[config.mk]
export PLATFORM = sky130hd
export DESIGN_NAME = upper_port_io
export DESIGN_NICKNAME = d
export VERILOG_FILES = /design/src/inc/upper_port_pkg.sv /design/src/rtl/pin_sync.sv /design/src/rtl/upper_port_io.sv
export SDC_FILE = /design/constraint.sdc
export NUM_CORES = 1
export LEC_CHECK = 0
export ABC_CLOCK_PERIOD_IN_PS = 1700
export BUFFER_PORTS_ARGS = -buffer_cell sky130_fd_sc_hd__buf_4
export CORE_MARGIN = 8
export CORE_UTILIZATION = 47
export CTS_BUF_LIST = sky130_fd_sc_hd__clkbuf_16
export DETAILED_ROUTE_END_ITERATION = 8
export PLACE_DENSITY = 0.81
export SETUP_SLACK_MARGIN = 0.3
export SLEW_MARGIN = 20
export SYNTH_ARGS = -nofsm -noshare
export SYNTH_HDL_FRONTEND = slang
export SYNTH_SLANG_ARGS = --single-unit
export TNS_END_PERCENT = 30
[constraint.sdc]
create_clock -name aclk -period 1.7 [get_ports aclk]
set_input_delay 0.085 -clock aclk [delete_from_list [all_inputs] [get_ports aclk]]
set_output_delay 0.085 -clock aclk [all_outputs]
set_load 0.02 [all_outputs]
[src/inc/upper_port_pkg.sv]
/*
 * upper_port_pkg: register offsets, field widths and reset values for the
 * upper port group block (8-bit analog-shared port, 5-bit oscillator port,
 * 3-bit port with an output-only bit).
 * assumes: 32-bit AXI4-Lite register bus, one aligned word per register.
 */
package upper_port_pkg;
	// ****************************************
	// register byte offsets
	// ****************************************
	localparam logic [7:0] group8_direction_off = 8'h00;
	localparam logic [7:0] group8_data_off = 8'h04;
	localparam logic [7:0] group12_direction_off = 8'h08;
	localparam logic [7:0] group12_data_off = 8'h0c;
	localparam logic [7:0] group12_pullup_off = 8'h10;
	localparam logic [7:0] group13_direction_off = 8'h14;
	localparam logic [7:0] group13_data_off = 8'h18;
	localparam logic [7:0] group13_pullup_off = 8'h1c;
	localparam logic [7:0] analog_pin_select_off = 8'h20;
	localparam logic [7:0] group8_pin_off = 8'h24;
	localparam logic [7:0] group12_pin_off = 8'h28;
	localparam logic [7:0] group13_pin_off = 8'h2c;

	// ****************************************
	// widths
	// ****************************************
	localparam int g8_w = 8;
	localparam int g12_w = 5;
	localparam int g13_w = 3;

	// ****************************************
	// reset values (direction 1 = input)
	// ****************************************
	localparam logic [7:0] group8_direction_rst = 8'hff;
	localparam logic [4:0] group12_direction_rst = 5'h1f;
	localparam logic [2:0] group13_direction_rst = 3'h6;
	localparam logic [7:0] group8_data_rst = 8'h00;
	localparam logic [4:0] group12_data_rst = 5'h00;
	localparam logic [2:0] group13_data_rst = 3'h0;
	localparam logic [4:0] group12_pullup_rst = 5'h00;
	localparam logic [2:0] group13_pullup_rst = 3'h0;
	// 1 = analog use of the shared pin
	localparam logic [7:0] analog_pin_select_rst = 8'h00;
	// writable masks
	localparam logic [4:0] group12_pullup_mask = 5'h01;
	localparam logic [2:0] group13_pullup_mask = 3'h6;
	localparam logic [2:0] group13_direction_mask = 3'h6;

	// ****************************************
	// AXI responses
	// ****************************************
	localparam logic [1:0] resp_okay = 2'h0;
	localparam logic [1:0] resp_slverr = 2'h2;
endpackage : upper_port_pkg

[src/rtl/pin_sync.sv]
/*
 * pin_sync: two flip-flop synchroniser for a vector of pad inputs.
 * assumes: pins are asynchronous to aclk; reset is synchronous active low.
 */
`timescale 1ns/100ps
module pin_sync
	import upper_port_pkg::*;
#(
	parameter int width = 8
) (
	input wire logic aclk,
	input wire logic aresetn,
	input wire logic [width-1:0] pin_async,
	output logic [width-1:0] pin_sync_q
);
	typedef struct packed {
		logic [width-1:0] meta;
		logic [width-1:0] stable;
	} sync_state_t;

	sync_state_t s_q;
	sync_state_t s_d;

	// first stage only feeds the second
	always_comb begin
		s_d = s_q;
		s_d.meta = pin_async;
		s_d.stable = s_q.meta;
	end

	always_ff @(posedge aclk) begin
		if (!aresetn) begin
			s_q <= '0;
		end else begin
			s_q <= s_d;
		end
	end

	assign pin_sync_q = s_q.stable;
endmodule : pin_sync

[src/rtl/upper_port_io.sv]
/*
 * upper_port_io: general-purpose port logic for the upper port groups with
 * an AXI4-Lite register slave.
 * assumes: pad cells resolve out/oe/pullup to the wire; pins are async.
 */
// Overview of operation
// - eight-bit port, each bit individually set as input or output
// - five-bit port; only bit zero has a software pull-up
// - third group bit zero output-only, output state after reset
// - third group bits one and two are software-direction bidirectional
// - third group bits one and two have software pull-up enables
// - direction and data registers per port, pull-up registers for the five- and three-bit ports, plus analog pin select
// - reset places every bidirectional pin into input mode
`timescale 1ns/100ps
module upper_port_io
	import upper_port_pkg::*;
(
	input wire logic aclk,
	input wire logic aresetn,
	input wire logic [7:0] s_axi_awaddr,
	input wire logic s_axi_awvalid,
	output logic s_axi_awready,
	input wire logic [31:0] s_axi_wdata,
	input wire logic [3:0] s_axi_wstrb,
	input wire logic s_axi_wvalid,
	output logic s_axi_wready,
	output logic [1:0] s_axi_bresp,
	output logic s_axi_bvalid,
	input wire logic s_axi_bready,
	input wire logic [7:0] s_axi_araddr,
	input wire logic s_axi_arvalid,
	output logic s_axi_arready,
	output logic [31:0] s_axi_rdata,
	output logic [1:0] s_axi_rresp,
	output logic s_axi_rvalid,
	input wire logic s_axi_rready,
	input wire logic [7:0] analog_shared_pins_in,
	output logic [7:0] analog_shared_pins_out,
	output logic [7:0] analog_shared_pins_oe_n,
	output logic [7:0] analog_input_channels_en,
	input wire logic [4:0] osc_group_pins_in,
	output logic [4:0] osc_group_pins_out,
	output logic [4:0] osc_group_pins_oe_n,
	output logic [4:0] osc_group_pullup_en,
	input wire logic [2:0] third_group_pins_in,
	output logic [2:0] third_group_pins_out,
	output logic [2:0] third_group_pins_oe_n,
	output logic [2:0] third_group_pullup_en
);
	// ****************************************
	// state
	// ****************************************
	typedef struct packed {
		logic aw_held;
		logic [7:0] aw_addr;
		logic w_held;
		logic [31:0] w_data;
		logic [3:0] w_strb;
		logic bvalid;
		logic [1:0] bresp;
		logic rvalid;
		logic [31:0] rdata;
		logic [1:0] rresp;
		logic awready;
		logic wready;
		logic arready;
		logic [7:0] group8_direction_reg;
		logic [7:0] group8_data_reg;
		logic [4:0] group12_direction_reg;
		logic [4:0] group12_data_reg;
		logic [4:0] group12_pullup_reg;
		logic [2:0] group13_direction_reg;
		logic [2:0] group13_data_reg;
		logic [2:0] group13_pullup_reg;
		logic [7:0] analog_pin_select_reg;
		logic [7:0] p8_out;
		logic [7:0] p8_oe_n;
		logic [7:0] p8_ana;
		logic [4:0] p12_out;
		logic [4:0] p12_oe_n;
		logic [4:0] p12_pu;
		logic [2:0] p13_out;
		logic [2:0] p13_oe_n;
		logic [2:0] p13_pu;
	} port_state_t;

	port_state_t s_q;
	port_state_t s_d;

	logic [7:0] p8_pin;
	logic [4:0] p12_pin;
	logic [2:0] p13_pin;
	logic [7:0] p8_rd;
	logic [4:0] p12_rd;
	logic [2:0] p13_rd;
	logic [7:0] wb;

	// ****************************************
	// pad input synchronisers
	// ****************************************
	pin_sync #(.width(g8_w)) u_sync8 (
		.aclk(aclk),
		.aresetn(aresetn),
		.pin_async(analog_shared_pins_in),
		.pin_sync_q(p8_pin)
	);
	pin_sync #(.width(g12_w)) u_sync12 (
		.aclk(aclk),
		.aresetn(aresetn),
		.pin_async(osc_group_pins_in),
		.pin_sync_q(p12_pin)
	);
	pin_sync #(.width(g13_w)) u_sync13 (
		.aclk(aclk),
		.aresetn(aresetn),
		.pin_async(third_group_pins_in),
		.pin_sync_q(p13_pin)
	);

	// ****************************************
	// data read-back: latch for outputs, pin for inputs, zero for analog-selected bits
	// ****************************************
	genvar gi;
	generate
		for (gi = 0; gi < g8_w; gi++) begin : g_rd8
			// analog-selected bits read zero: the digital input is cut off
			assign p8_rd[gi] = s_q.analog_pin_select_reg[gi] ? 1'b0 :
				(s_q.group8_direction_reg[gi] ? p8_pin[gi] : s_q.group8_data_reg[gi]);
		end
		for (gi = 0; gi < g12_w; gi++) begin : g_rd12
			assign p12_rd[gi] = s_q.group12_direction_reg[gi] ? p12_pin[gi] :
				s_q.group12_data_reg[gi];
		end
		for (gi = 0; gi < g13_w; gi++) begin : g_rd13
			assign p13_rd[gi] = s_q.group13_direction_reg[gi] ? p13_pin[gi] :
				s_q.group13_data_reg[gi];
		end
	endgenerate

	// low byte of the write, masked by its strobe
	function automatic logic [7:0] merge_byte(input logic [7:0] old_v,
		input logic [31:0] data, input logic [3:0] strb);
		merge_byte = strb[0] ? data[7:0] : old_v;
	endfunction : merge_byte

	// ****************************************
	// next state
	// ****************************************
	always_comb begin
		s_d = s_q;
		wb = 8'h00;
		// address and data taken independently, in either order
		if (s_axi_awvalid && !s_q.aw_held && !s_q.bvalid) begin
			s_d.aw_held = 1'b1;
			s_d.aw_addr = s_axi_awaddr;
		end
		if (s_axi_wvalid && !s_q.w_held && !s_q.bvalid) begin
			s_d.w_held = 1'b1;
			s_d.w_data = s_axi_wdata;
			s_d.w_strb = s_axi_wstrb;
		end
		if (s_q.bvalid && s_axi_bready) begin
			s_d.bvalid = 1'b0;
		end
		if (s_q.aw_held && s_q.w_held && !s_q.bvalid) begin
			s_d.aw_held = 1'b0;
			s_d.w_held = 1'b0;
			s_d.bvalid = 1'b1;
			s_d.bresp = resp_okay;
			case (s_q.aw_addr)
				group8_direction_off: begin
					wb = merge_byte(s_q.group8_direction_reg, s_q.w_data, s_q.w_strb);
					s_d.group8_direction_reg = wb;
				end
				group8_data_off: begin
					s_d.group8_data_reg = merge_byte(s_q.group8_data_reg, s_q.w_data,
						s_q.w_strb);
				end
				group12_direction_off: begin
					wb = merge_byte({3'h0, s_q.group12_direction_reg}, s_q.w_data,
						s_q.w_strb);
					s_d.group12_direction_reg = wb[4:0];
				end
				group12_data_off: begin
					wb = merge_byte({3'h0, s_q.group12_data_reg}, s_q.w_data, s_q.w_strb);
					s_d.group12_data_reg = wb[4:0];
				end
				group12_pullup_off: begin
					wb = merge_byte({3'h0, s_q.group12_pullup_reg}, s_q.w_data,
						s_q.w_strb);
					s_d.group12_pullup_reg = wb[4:0] & group12_pullup_mask;
				end
				group13_direction_off: begin
					wb = merge_byte({5'h00, s_q.group13_direction_reg}, s_q.w_data,
						s_q.w_strb);
					// bit zero stays output whatever is written
					s_d.group13_direction_reg = wb[2:0] & group13_direction_mask;
				end
				group13_data_off: begin
					wb = merge_byte({5'h00, s_q.group13_data_reg}, s_q.w_data, s_q.w_strb);
					s_d.group13_data_reg = wb[2:0];
				end
				group13_pullup_off: begin
					wb = merge_byte({5'h00, s_q.group13_pullup_reg}, s_q.w_data,
						s_q.w_strb);
					s_d.group13_pullup_reg = wb[2:0] & group13_pullup_mask;
				end
				analog_pin_select_off: begin
					s_d.analog_pin_select_reg = merge_byte(s_q.analog_pin_select_reg,
						s_q.w_data, s_q.w_strb);
				end
				group8_pin_off, group12_pin_off, group13_pin_off: begin
					// read-only pin views: write ignored
				end
				default: begin
					s_d.bresp = resp_slverr;
				end
			endcase
		end

		// reads: one in flight, answered the cycle after acceptance
		if (s_q.rvalid && s_axi_rready) begin
			s_d.rvalid = 1'b0;
		end
		if (s_axi_arvalid && !s_q.rvalid) begin
			s_d.rvalid = 1'b1;
			s_d.rresp = resp_okay;
			case (s_axi_araddr)
				group8_direction_off: s_d.rdata = {24'h0, s_q.group8_direction_reg};
				group8_data_off: s_d.rdata = {24'h0, s_q.group8_data_reg};
				group12_direction_off: s_d.rdata = {27'h0, s_q.group12_direction_reg};
				group12_data_off: s_d.rdata = {27'h0, s_q.group12_data_reg};
				group12_pullup_off: s_d.rdata = {27'h0, s_q.group12_pullup_reg};
				group13_direction_off: s_d.rdata = {29'h0, s_q.group13_direction_reg};
				group13_data_off: s_d.rdata = {29'h0, s_q.group13_data_reg};
				group13_pullup_off: s_d.rdata = {29'h0, s_q.group13_pullup_reg};
				analog_pin_select_off: s_d.rdata = {24'h0, s_q.analog_pin_select_reg};
				group8_pin_off: s_d.rdata = {24'h0, p8_rd};
				group12_pin_off: s_d.rdata = {27'h0, p12_rd};
				group13_pin_off: s_d.rdata = {29'h0, p13_rd};
				default: begin
					s_d.rdata = 32'h0;
					s_d.rresp = resp_slverr;
				end
			endcase
		end

		// pad drive registered from the configuration
		// analog-selected pins are never driven digitally
		s_d.p8_oe_n = s_q.group8_direction_reg | s_q.analog_pin_select_reg;
		s_d.p8_out = s_q.group8_data_reg;
		s_d.p8_ana = s_q.analog_pin_select_reg;
		s_d.p12_oe_n = s_q.group12_direction_reg;
		s_d.p12_out = s_q.group12_data_reg;
		s_d.p12_pu = s_q.group12_pullup_reg & s_q.group12_direction_reg;
		s_d.p13_oe_n = s_q.group13_direction_reg;
		s_d.p13_out = s_q.group13_data_reg;
		s_d.p13_pu = s_q.group13_pullup_reg & s_q.group13_direction_reg;
		// readies from the next state: same timing except low in the first cycle after reset; each comes from a flop
		s_d.awready = !s_d.aw_held && !s_d.bvalid;
		s_d.wready = !s_d.w_held && !s_d.bvalid;
		s_d.arready = !s_d.rvalid;
	end

	// ****************************************
	// registers
	// ****************************************
	always_ff @(posedge aclk) begin
		if (!aresetn) begin
			s_q <= '0;
			s_q.group8_direction_reg <= group8_direction_rst;
			s_q.group8_data_reg <= group8_data_rst;
			s_q.group12_direction_reg <= group12_direction_rst;
			s_q.group12_data_reg <= group12_data_rst;
			s_q.group12_pullup_reg <= group12_pullup_rst;
			s_q.group13_direction_reg <= group13_direction_rst;
			s_q.group13_data_reg <= group13_data_rst;
			s_q.group13_pullup_reg <= group13_pullup_rst;
			s_q.analog_pin_select_reg <= analog_pin_select_rst;
			s_q.p8_oe_n <= group8_direction_rst;
			s_q.p12_oe_n <= group12_direction_rst;
			s_q.p13_oe_n <= group13_direction_rst;
		end else begin
			s_q <= s_d;
		end
	end

	// ****************************************
	// outputs
	// ****************************************
	assign s_axi_awready = s_q.awready;
	assign s_axi_wready = s_q.wready;
	assign s_axi_bvalid = s_q.bvalid;
	assign s_axi_bresp = s_q.bresp;
	assign s_axi_arready = s_q.arready;
	assign s_axi_rvalid = s_q.rvalid;
	assign s_axi_rdata = s_q.rdata;
	assign s_axi_rresp = s_q.rresp;
	assign analog_shared_pins_out = s_q.p8_out;
	assign analog_shared_pins_oe_n = s_q.p8_oe_n;
	assign analog_input_channels_en = s_q.p8_ana;
	assign osc_group_pins_out = s_q.p12_out;
	assign osc_group_pins_oe_n = s_q.p12_oe_n;
	assign osc_group_pullup_en = s_q.p12_pu;
	assign third_group_pins_out = s_q.p13_out;
	assign third_group_pins_oe_n = s_q.p13_oe_n;
	assign third_group_pullup_en = s_q.p13_pu;
endmodule : upper_port_io

==> impl_results.md, run 1 <==
* Critical Path Start Type: flop
* RSZ-0062 raised after global routing: yes
* Rows at 42
* Post-synth EDFFs at 0
* Post-synthesis async set-or-reset flop share at 0
* Slew HR at 0.6078
* DR vias at 4522
* Min cycle time layout at 1489 ps
* Net Sw Power at 1.785 mW
* Tot GR Track Use at 0.1776
* Register bit total from synthesis at 148
* Slowest CP cell: dfxtp_4
* Vias/cell at 4.942
* Sequential area share after synthesis at 0.4789
* P per Cell Area at 1019 nW/um2
* H-tree depth at 4
* PortBufs at 103
* Worst Skew at 5.773 ps
* Max Clk Rate at 0.6714 GHz
* Antenna viol nets, final at 0
* Critical path required time at 2000 ps
* CORE AREA at 13030 um2
* Cell Count, Final, Fillers Out at 915
* Pin count of the biggest net entering global routing at 44
* Share of power burned in registers at 0.458
* Critical path type: flop to flop
* Vias in the first global route at 4550
* Drt total wl at 15060 um
* Die Footprint at 17090 um2
* CTS tree: built
* CTS Sinks at 148
* I/O Pins at 164
* Switching portion of total power at 0.2255
* Maximum VDD drop at 0.8289 mV
* Top_reg_cell synth: dfxtp_1
* Status: complete, no violations
* Fill cells at 1094
* Worst Path Arrival at 1790 ps
* Final Net Count at 800
* Distinct cells, synth at 50
* Initial antenna violation count at 1
* Post-detail-place hpwl at 10600 um
* Fraction of layout cells with a size suffix above 1 at 0.2453
* Clock-pin slew on the worst setup and hold paths at 60 ps
* Clock share of power at 0.465
* Power Total at 7.915 mW
* Synth Area per Inst at 9.837 um2
* Commonest cells after routing, fill and taps aside: dfxtp_1 (141), buf_4 (119), mux2i_1 (73)
* Initial DRC Count at 359
* Gate power share at 0.077
* Final setup viols at 0
* Clock Tree Buf Depth at 2
* First-pass GRT wire length at 23270 um
* Die H at 130.7 um
* Post-synth top area share at 0.4789
* WHS at 12.36 ps
* Final Hold Viols at 0
* Commonest non-fill, non-tap cell in the layout: dfxtp_1
* Final worst-path cycle share at 0.8761
* Placed Cells at 847
* Multi-input logic area at 2599 um2
* CTS Buf Count at 17
* Die width at 130.7 um
* Setup crit end kind: flop
* GPL Wtd Cong at 0.9211
* Synth-to-Final Area Change at 25.58%
* Slowest stage delay, CP at 380 ps
* Worst-Skew Late Latency at 420 ps
* Least-Margin Pin Slew at 580.1 ps
* Synth Instances at 629
* Root Driver: clkbuf_16
* Ys Warns at 0
* Power Internal at 6.130 mW
* Area leader, netlist: dfxtp_1
* Drc violations at 0
* Post-Syn Area at 6187 um2
* Post-Route Setup TNS at 0 ps
* Slew Viols, Final at 0
* Ranking of synthesized cells by area: dfxtp_1 (48%), mux2i_1 (12%), buf_4 (10%), and2_1 (4.2%), nand2_1 (3.5%)
* Worst min path class: primary input to flop
* Leak at 3.699 nW
* DR pass1 iterations at 5
* FF+latch area at 2982 um2
* WL per Instance at 16.46 um
* Crit Path Max Fanout at 8
* Critical Path, Cell by Cell: nor4_4 -> nand4_1 -> buf_6 -> mux2i_1 -> nor2b_1
* GRT overflow at 0
* Initial Util at 0.4748
* Max-cap violations at 0
power groups by stage:
stage                     Sequential (mW)  Combinational (mW)  Clock [mW]
final                                3.62               0.611        3.68
after global routing                 3.63               0.656        3.91
after CTS                            3.62               0.597        3.74
after detailed placement             3.69               0.523           0
after global placement               3.68               0.508           0
after floorplan                      3.67               0.396           0
critical path, delay by kind of cell, from the launching register on:
| family | cells | cell delay (ps) |
|---|---|---|
| muxes | 1 | 200 |
| DFF | 1 | 380 |
| and+or+nand+nor | 3 | 580 |
| buffers and inverters | 1 | 200 |
metal layers:
metal	routed length (um)	up-vias	global-route usage
met2	7239	205	0.2907
met1	6198	2084	0.2095
met5	0	-	0
li1	-	2204	-
met3	1269	29	0.05560
met4	352	0	0.08103
layout make-up:
type	instances	area share
flip-flops and latches	148	0.3837
multi-input cells	379	0.3345
repair buffers	158	0.1672
clock buffers	17	0.05475
well taps	176	0.02834
clock inverters	15	0.02109
inverters	21	0.01014
diodes	1	0.0003221
stage by stage:
stage	cell area [um2]	utilization	worst slack, ps
2_1_floorplan	6335	-	159.2
3_3_place_gp	6743	0.5174	118.6
3_5_place_dp	6743	0.5174	71.51
4_1_cts	7734	0.5934	276.2
5_1_grt	7770	0.5962	167.8
6_report	7770	0.5962	210.6
final timing paths:
kind	from	end	cells past startpoint	slack (ps)
setup / recovery	s_q[174]	s_d[31]	5	210
hold / removal	aresetn	s_d[17]	2	10
setup reg to reg	s_q[174]	s_d[31]	5	210
hold reg to reg	u_sync8.s_d[0]	u_sync8.pin_sync_q[0]	1	430
cells in the mapped netlist (4+ instances only):
cell type	instances
a211oi_1	4
nand2_1	57
nor4b_1	5
inv_1	21
dfxtp_1	148
clkbuf_1	18
a31oi_1	8
o21ai_0	10
nand2b_1	13
a21oi_1	7
nand4_1	7
buf_4	86
a32oi_1	5
buf_1	5
and3_1	6
nor2b_1	29
and2_1	42
nor3_1	6
nor2_1	20
nor3b_1	6
mux2i_1	74
nor4_1	4
cell families (layout without fill, tap and decap cells):
group | count (synthesis) | after routing | synth area share
AND/OR/NAND/NOR | 214 | 214 | 0.1921
multiplexers | 80 | 80 | 0.1361
other | 1 | 33 | 0.0006061
buffers and inverters | 133 | 211 | 0.1335
flip-flops | 148 | 148 | 0.4789
AO/OA/AOI/OAI | 53 | 53 | 0.05885
what timing repair did:
action	4_1_cts	5_1_grt
endpoints found under the setup margin	44	46
hold endpoints to repair	34	0
resized for setup	13	10
pin swaps	4	11
hold buffers	34	0
setup buffers	1	0
state kept, by name, summed over array words and instances, names as in the netlist, 8 cells and up:
register / cells
u_sync8.pin_sync_q: 8
s_q: 30
analog_shared_pins_oe_n: 8
s_d: 31
u_sync8.s_d: 8
analog_shared_pins_out: 8
analog_input_channels_en: 8
s_axi_rdata: 8
(Power assumes the default switching activity.)
==> inputs of run 2 (changes only) <==
--- a/config.mk
+++ b/config.mk
@@ -7,6 +7,7 @@
 export LEC_CHECK = 0
 export ABC_CLOCK_PERIOD_IN_PS = 1700
 export BUFFER_PORTS_ARGS = -buffer_cell sky130_fd_sc_hd__buf_4
+export CORE_ASPECT_RATIO = 0.5
 export CORE_MARGIN = 8
 export CORE_UTILIZATION = 47
 export CTS_BUF_LIST = sky130_fd_sc_hd__clkbuf_16
==> impl_results.md, run 2 (synthesis gave the netlist of run 1 again) <==
* Status: complete, no violations
* Setup crit end kind: flop
* Final worst-path cycle share at 0.8504 (-0.02565)
* Switching portion of total power at 0.2367 (+0.01122)
* Worst Path Arrival at 1740 ps (-50 ps)
* DR vias at 4634 (+2.5%)
* Net Sw Power at 1.860 mW (+4.2%)
* PortBufs at 103 (unchanged)
* Share of power burned in registers at 0.461 (+0.003)
* CTS Sinks at 148 (unchanged)
* Final setup margin at 254.3 ps (+43.61 ps)
* Gate power share at 0.080 (+0.003)
* Power Internal at 5.997 mW (-2.2%)
* Pre-CTS WS at 74.73 ps (+3.216 ps)
* CTS Buf Count at 17 (unchanged)
* GPL Wtd Cong at 0.8822 (-4.2%)
* Drt total wl at 15460 um (+2.7%)
* DR pass1 iterations at 5 (unchanged)
* Die H at 97.13 um (-26%)
* Worst-Skew Late Latency at 420 ps (about the same)
* Die Footprint at 17310 um2 (+1.3%)
* Die width at 178.3 um (+36%)
* Final setup viols at 0 (unchanged)
* RSZ-0062 raised after global routing: yes
* Clock Tree Buf Depth at 2 (unchanged)
* Drc violations at 0 (unchanged)
* Crit Path Max Fanout at 6 (-2)
* Worst Skew at 6.641 ps (+0.8679 ps)
* Reg2reg setup slack at 250 ps (+40 ps)
* Commonest non-fill, non-tap cell in the layout: dfxtp_1
* Tot GR Track Use at 0.1743 (-0.003369)
* Initial DRC Count at 331 (-7.8%)
* Rows at 29 (-31%)
* Min cycle time layout at 1446 ps (-43.61 ps)
* Fraction of layout cells with a size suffix above 1 at 0.2537 (+0.008434)
* Clock-pin slew on the worst setup and hold paths at 60 ps (about the same)
* Pin count of the biggest net entering global routing at 51 (+16%)
* CORE AREA at 12770 um2 (-2.0%)
* Post-detail-place hpwl at 10850 um (+2.3%)
* Critical path type: flop to flop
* Final Hold Viols at 0 (unchanged)
* Leak at 3.724 nW (+0.68%)
* Max Clk Rate at 0.6917 GHz (+3.0%)
* Slew Viols, Final at 0 (unchanged)
* Power Total at 7.857 mW (-0.72%)
* Placed Cells at 847 (unchanged)
* First-pass GRT wire length at 23980 um (+3.1%)
* Max FFs per register at 31 (unchanged)
* Layout Utilization at 0.6109 (+0.01470)
* CTS tree: built
* Initial antenna violation count at 1 (unchanged)
* Cell Count, Final, Fillers Out at 916 (+0.11%)
* Max-cap violations at 0 (unchanged)
* Antenna viol nets, final at 0 (unchanged)
* Final Net Count at 807 (+0.88%)
* WL per Instance at 16.88 um (+2.6%)
* Clock share of power at 0.459 (-0.006)
* Vias/cell at 5.059 (+2.4%)
* GRT overflow at 0 (unchanged)
* Vias in the first global route at 4618 (+1.5%)
* Initial Util at 0.4844 (+0.009674)
* Synth-to-Final Area Change at 26.11%
* Critical Path Start Type: flop
* P per Cell Area at 1007 nW/um2 (-1.1%)
* Root Driver: clkbuf_16
* Worst min path class: primary input to flop
* Critical path required time at 2000 ps (about the same)
* I/O Pins at 164 (unchanged)
* Post-Route Setup TNS at 0 ps (unchanged)
* H-tree depth at 4 (unchanged)
* Commonest cells after routing, fill and taps aside: dfxtp_1 (140), buf_4 (127), mux2i_1 (72)
* Maximum VDD drop at 0.8367 mV (+0.94%)
==> run 2: path summary, 6_finish.rpt <==
check / cells past startpoint / start / end
worst max-delay path: 4 / s_q[181] / s_q[57]
worst min-delay path: 3 / s_axi_awvalid / s_q[182]
worst max register to register: 4 / s_q[181] / s_q[57]
worst min register to register: 1 / u_sync13.s_d[1] / u_sync13.pin_sync_q[1]
==> run 2: area by class of cell <==
type                            instances  area, um2
Multi-Input combinational cell        379       2618
Inverter                               21      78.83
Antenna cell                            1      2.502
Timing Repair Buffer                  165       1348
Clock inverter                         15      140.1
Clock buffer                           17      425.4
Tap cell                              170      212.7
Fill cell                             978       4970
Sequential cell                       148       2978
==> run 2: power by group through the flow <==
| stage | sequential, mW | combinational (mW) | clock (mW) |
|---|---|---|---|
| finish | 3.62 | 0.628 | 3.61 |
| global route | 3.63 | 0.677 | 3.80 |
| CTS | 3.62 | 0.609 | 3.62 |
| detailed placement | 3.68 | 0.533 | 0 |
| global placement | 3.68 | 0.524 | 0 |
| floorplan | 3.67 | 0.396 | 0 |
==> run 2: worst max-delay path, cell delays in order (launching register included) <==
cell	delay, ps
dfxtp_2	340
nor3b_4	300
and3_4	260
nand4_1	230
mux2i_1	190
==> run 2: per-stage QoR <==
stage          cell area, um2  hold slack (ps)
2_1_floorplan            6335            206.7
3_3_place_gp             6780            292.6
3_5_place_dp             6780            295.5
4_1_cts                  7752            8.216
5_1_grt                  7802            37.38
6_report                 7802            18.67
==> run 2: metal layers <==
metal,GRT usage,share of wire
met1,0.2325,0.46
met2,0.2682,0.43
met3,0.04810,0.098
met4,0.05559,0.011
met5,0,0
==> run 2: timing repair <==
item,CTS,global route
buffers inserted,1,1
hold buffers,34,0
setup endpoints to repair,42,45
gates resized for setup,16,8
hold endpoints to repair,34,0
pin swaps,6,10
==> inputs of run 3 (changes only) <==
--- a/config.mk
+++ b/config.mk
@@ -5,10 +5,11 @@
 export SDC_FILE = /design/constraint.sdc
 export NUM_CORES = 1
 export LEC_CHECK = 0
+export ABC_AREA = 1
 export ABC_CLOCK_PERIOD_IN_PS = 1700
 export BUFFER_PORTS_ARGS = -buffer_cell sky130_fd_sc_hd__buf_4
 export CORE_ASPECT_RATIO = 0.5
-export CORE_MARGIN = 8
+export CORE_MARGIN = 1
 export CORE_UTILIZATION = 47
 export CTS_BUF_LIST = sky130_fd_sc_hd__clkbuf_16
 export DETAILED_ROUTE_END_ITERATION = 8
==> impl_results.md, run 3 <==
* Status: complete, no violations
* First-pass GRT wire length at 22490 um (-6.2%)
* Slew HR at 0.6238
* Worst Path Arrival at 1910 ps (+170 ps)
* Vias/cell at 4.871 (-3.7%)
* GRT overflow at 0 (unchanged)
* Worst-Skew Late Latency at 420 ps (about the same)
* Max FFs per register at 31 (unchanged)
* Sequential area share after synthesis at 0.4792 (about the same)
* Share of power burned in registers at 0.459 (-0.002)
* Register bit total from synthesis at 148 (unchanged)
* Critical path type: flop to flop
* CTS Buf Count at 17 (unchanged)
* Post-detail-place hpwl at 9766 um (-10%)
* Worst Skew at 9.788 ps (+3.148 ps)
* Fill cells at 1058 (+8.2%)
* Distinct cells, synth at 30 (-40%)
* Clock share of power at 0.454 (-0.005)
* Final Hold Viols at 0 (unchanged)
* Synth top cells by count: nand2_1 (193), dfxtp_1 (148), inv_1 (107)
* Gate power share at 0.088 (+0.008)
* Reg2reg setup slack at 140 ps (-110 ps)
* Vias in the first global route at 4602 (-0.35%)
* Synth Instances at 812 (+29%)
* Die width at 164.2 um (-7.9%)
* Final Net Count at 988 (+22%)
* WHS at 80.53 ps (+61.86 ps)
* CTS tree: built
* Top-count cell post-synth: nand2_1
* I/O Pins at 164 (unchanged)
* Max Clk Rate at 0.6417 GHz (-7.2%)
* Power Internal at 5.952 mW (-0.75%)
* PortBufs at 103 (unchanged)
* Min cycle time layout at 1558 ps (+112.6 ps)
* Drc violations at 0 (unchanged)
* Leak at 3.959 nW (+6.3%)
* Initial Util at 0.4855 (+0.001085)
* Initial antenna violation count at 0 (-1)
* Critical Path Start Type: flop
* Worst min path class: primary input to flop
* Final worst-path cycle share at 0.9167 (+0.06626)
* Post-synthesis async set-or-reset flop share at 0 (unchanged)
* Ranking of synthesized cells by area: dfxtp_1 (48%), nand2_1 (12%), buf_4 (10%), inv_1 (6.5%), o21ai_0 (4.6%)
* Pin count of the biggest net entering global routing at 48 (-5.9%)
* RSZ-0062 raised after global routing: yes
* Clock Tree Buf Depth at 2 (unchanged)
* Top_reg_cell synth: dfxtp_1
* Setup crit end kind: flop
* Antenna viol nets, final at 0 (unchanged)
* CTS Sinks at 148 (unchanged)
* Critical path required time at 2050 ps (+50 ps)
* Rows at 29 (unchanged)
* DR pass1 iterations at 5 (unchanged)
* CORE AREA at 12740 um2 (-0.28%)
* Max-cap violations at 0 (unchanged)
* Commonest cells after routing, fill and taps aside: nand2_1 (185), dfxtp_1 (145), buf_4 (116)
* Fraction of layout cells with a size suffix above 1 at 0.2181 (-0.03555)
* Die Footprint at 13650 um2 (-21%)
* Clock-pin slew on the worst setup and hold paths at 60 ps (about the same)
* Pre-CTS WS at 125.0 ps (+50.30 ps)
* Ant. Diodes at 0 (-1)
* Tot GR Track Use at 0.2127 (+0.03846)
* P per Cell Area at 1010 nW/um2 (+0.34%)
* Synth-to-Final Area Change at 26.18% (about the same)
* Root Driver: clkbuf_16
* WL per Instance at 13.88 um (-18%)
* Slew Viols, Final at 0 (unchanged)
* Synth Area per Inst at 7.615 um2 (-23%)
* Commonest non-fill, non-tap cell in the layout: nand2_1
* Initial DRC Count at 464 (+40%)
* Net Sw Power at 1.931 mW (+3.8%)
* DR vias at 5339 (+15%)
* Least-Margin Pin Slew at 562.8 ps
* Post-Syn Area at 6183 um2 (about the same)
* Post-synth EDFFs at 0 (unchanged)
* Switching portion of total power at 0.2450 (+0.008240)
* H-tree depth at 4 (unchanged)
* Area leader, netlist: dfxtp_1
* Ys Warns at 0 (unchanged)
* Maximum VDD drop at 0.8726 mV (+4.3%)
* Drt total wl at 15210 um (-1.6%)
* Final setup viols at 0 (unchanged)
* Final setup margin at 141.6 ps (-112.6 ps)
* Post-Route Setup TNS at 0 ps (unchanged)
* GPL Wtd Cong at 0.9122 (+3.4%)
* Post-synth top area share at 0.4792 (about the same)
* Crit Path Max Fanout at 6 (unchanged)
* Die H at 83.11 um (-14%)
## run 3: metrics by stage
| step | area (um2) | total power [mW] | std cells | utilization |
|---|---|---|---|---|
| 2_1_floorplan | 6300 | 4.094 | 843 | - |
| 3_3_place_gp | 6610 | 4.210 | 1017 | 0.5190 |
| 3_5_place_dp | 6610 | 4.229 | 1017 | 0.5190 |
| 4_1_cts | 7566 | 7.821 | 1084 | 0.5941 |
| 5_1_grt | 7802 | 8.149 | 1096 | 0.6126 |
| 6_report | 7802 | 7.884 | 1096 | 0.6126 |
## run 3: layout make-up
cell class	count	area, um2	share of cell area
flip-flops and latches	148	2967	0.3802
multi-input cells	475	2325	0.2979
repair buffers	155	1287	0.1650
inverters	116	442.9	0.05677
clock buffers	17	425.4	0.05452
well taps	170	212.7	0.02726
clock inverters	15	142.6	0.01828
## run 3: worst max-delay path, stage by stage (launching register included)
cell and delay, ps:
dfxtp_1 390, inv_1 140, nor3_4 320, inv_1 130, nor2_4 240, o21ai_0 130, a21oi_1 140
## run 3: worst paths after layout
path                                      start                     end  cells past startpoint
worst max-delay path                   s_q[177]                  s_d[8]                      6
worst min-delay path                    aresetn          u_sync8.s_d[5]                      3
worst max register to register         s_q[177]                  s_d[8]                      6
worst min register to register  u_sync12.s_d[3]  u_sync12.pin_sync_q[3]                      2
## run 3: cells by family after synthesis
logic type      count (synthesis)  synth area share
compound gates                133            0.1192
flops                         148            0.4792
other cells                     1         0.0006065
simple gates                  309            0.2137
buf+inv                       221            0.1874
## run 3: power groups by stage
| stage | Sequential (mW) | Clock [mW] | Combinational (mW) |
|---|---|---|---|
| final | 3.62 | 3.58 | 0.690 |
| after global routing | 3.62 | 3.78 | 0.747 |
| after detailed placement | 3.68 | 0 | 0.548 |
| after global placement | 3.68 | 0 | 0.533 |
| after floorplan | 3.68 | 0 | 0.412 |
| after CTS | 3.61 | 3.60 | 0.619 |
## run 3: timing repair
action                                  4_1_cts  5_1_grt
pin swaps                                     2        4
buffers inserted                              1       11
hold buffers                                 34        0
gates cloned                                  0        1
endpoints found under the setup margin       41       70
resized for setup                             8       34
hold endpoints to repair                     35        0
## run 3: layer usage
metal  wire length, um  share of wire  vias up  global-route usage
met5                 0              0        -                   0
met4               344          0.023        0             0.06397
met3              1542           0.10       45             0.05844
met2              6845           0.45      288              0.3353
met1              6477           0.43     2385              0.2830
li1                  -              -     2621                   -
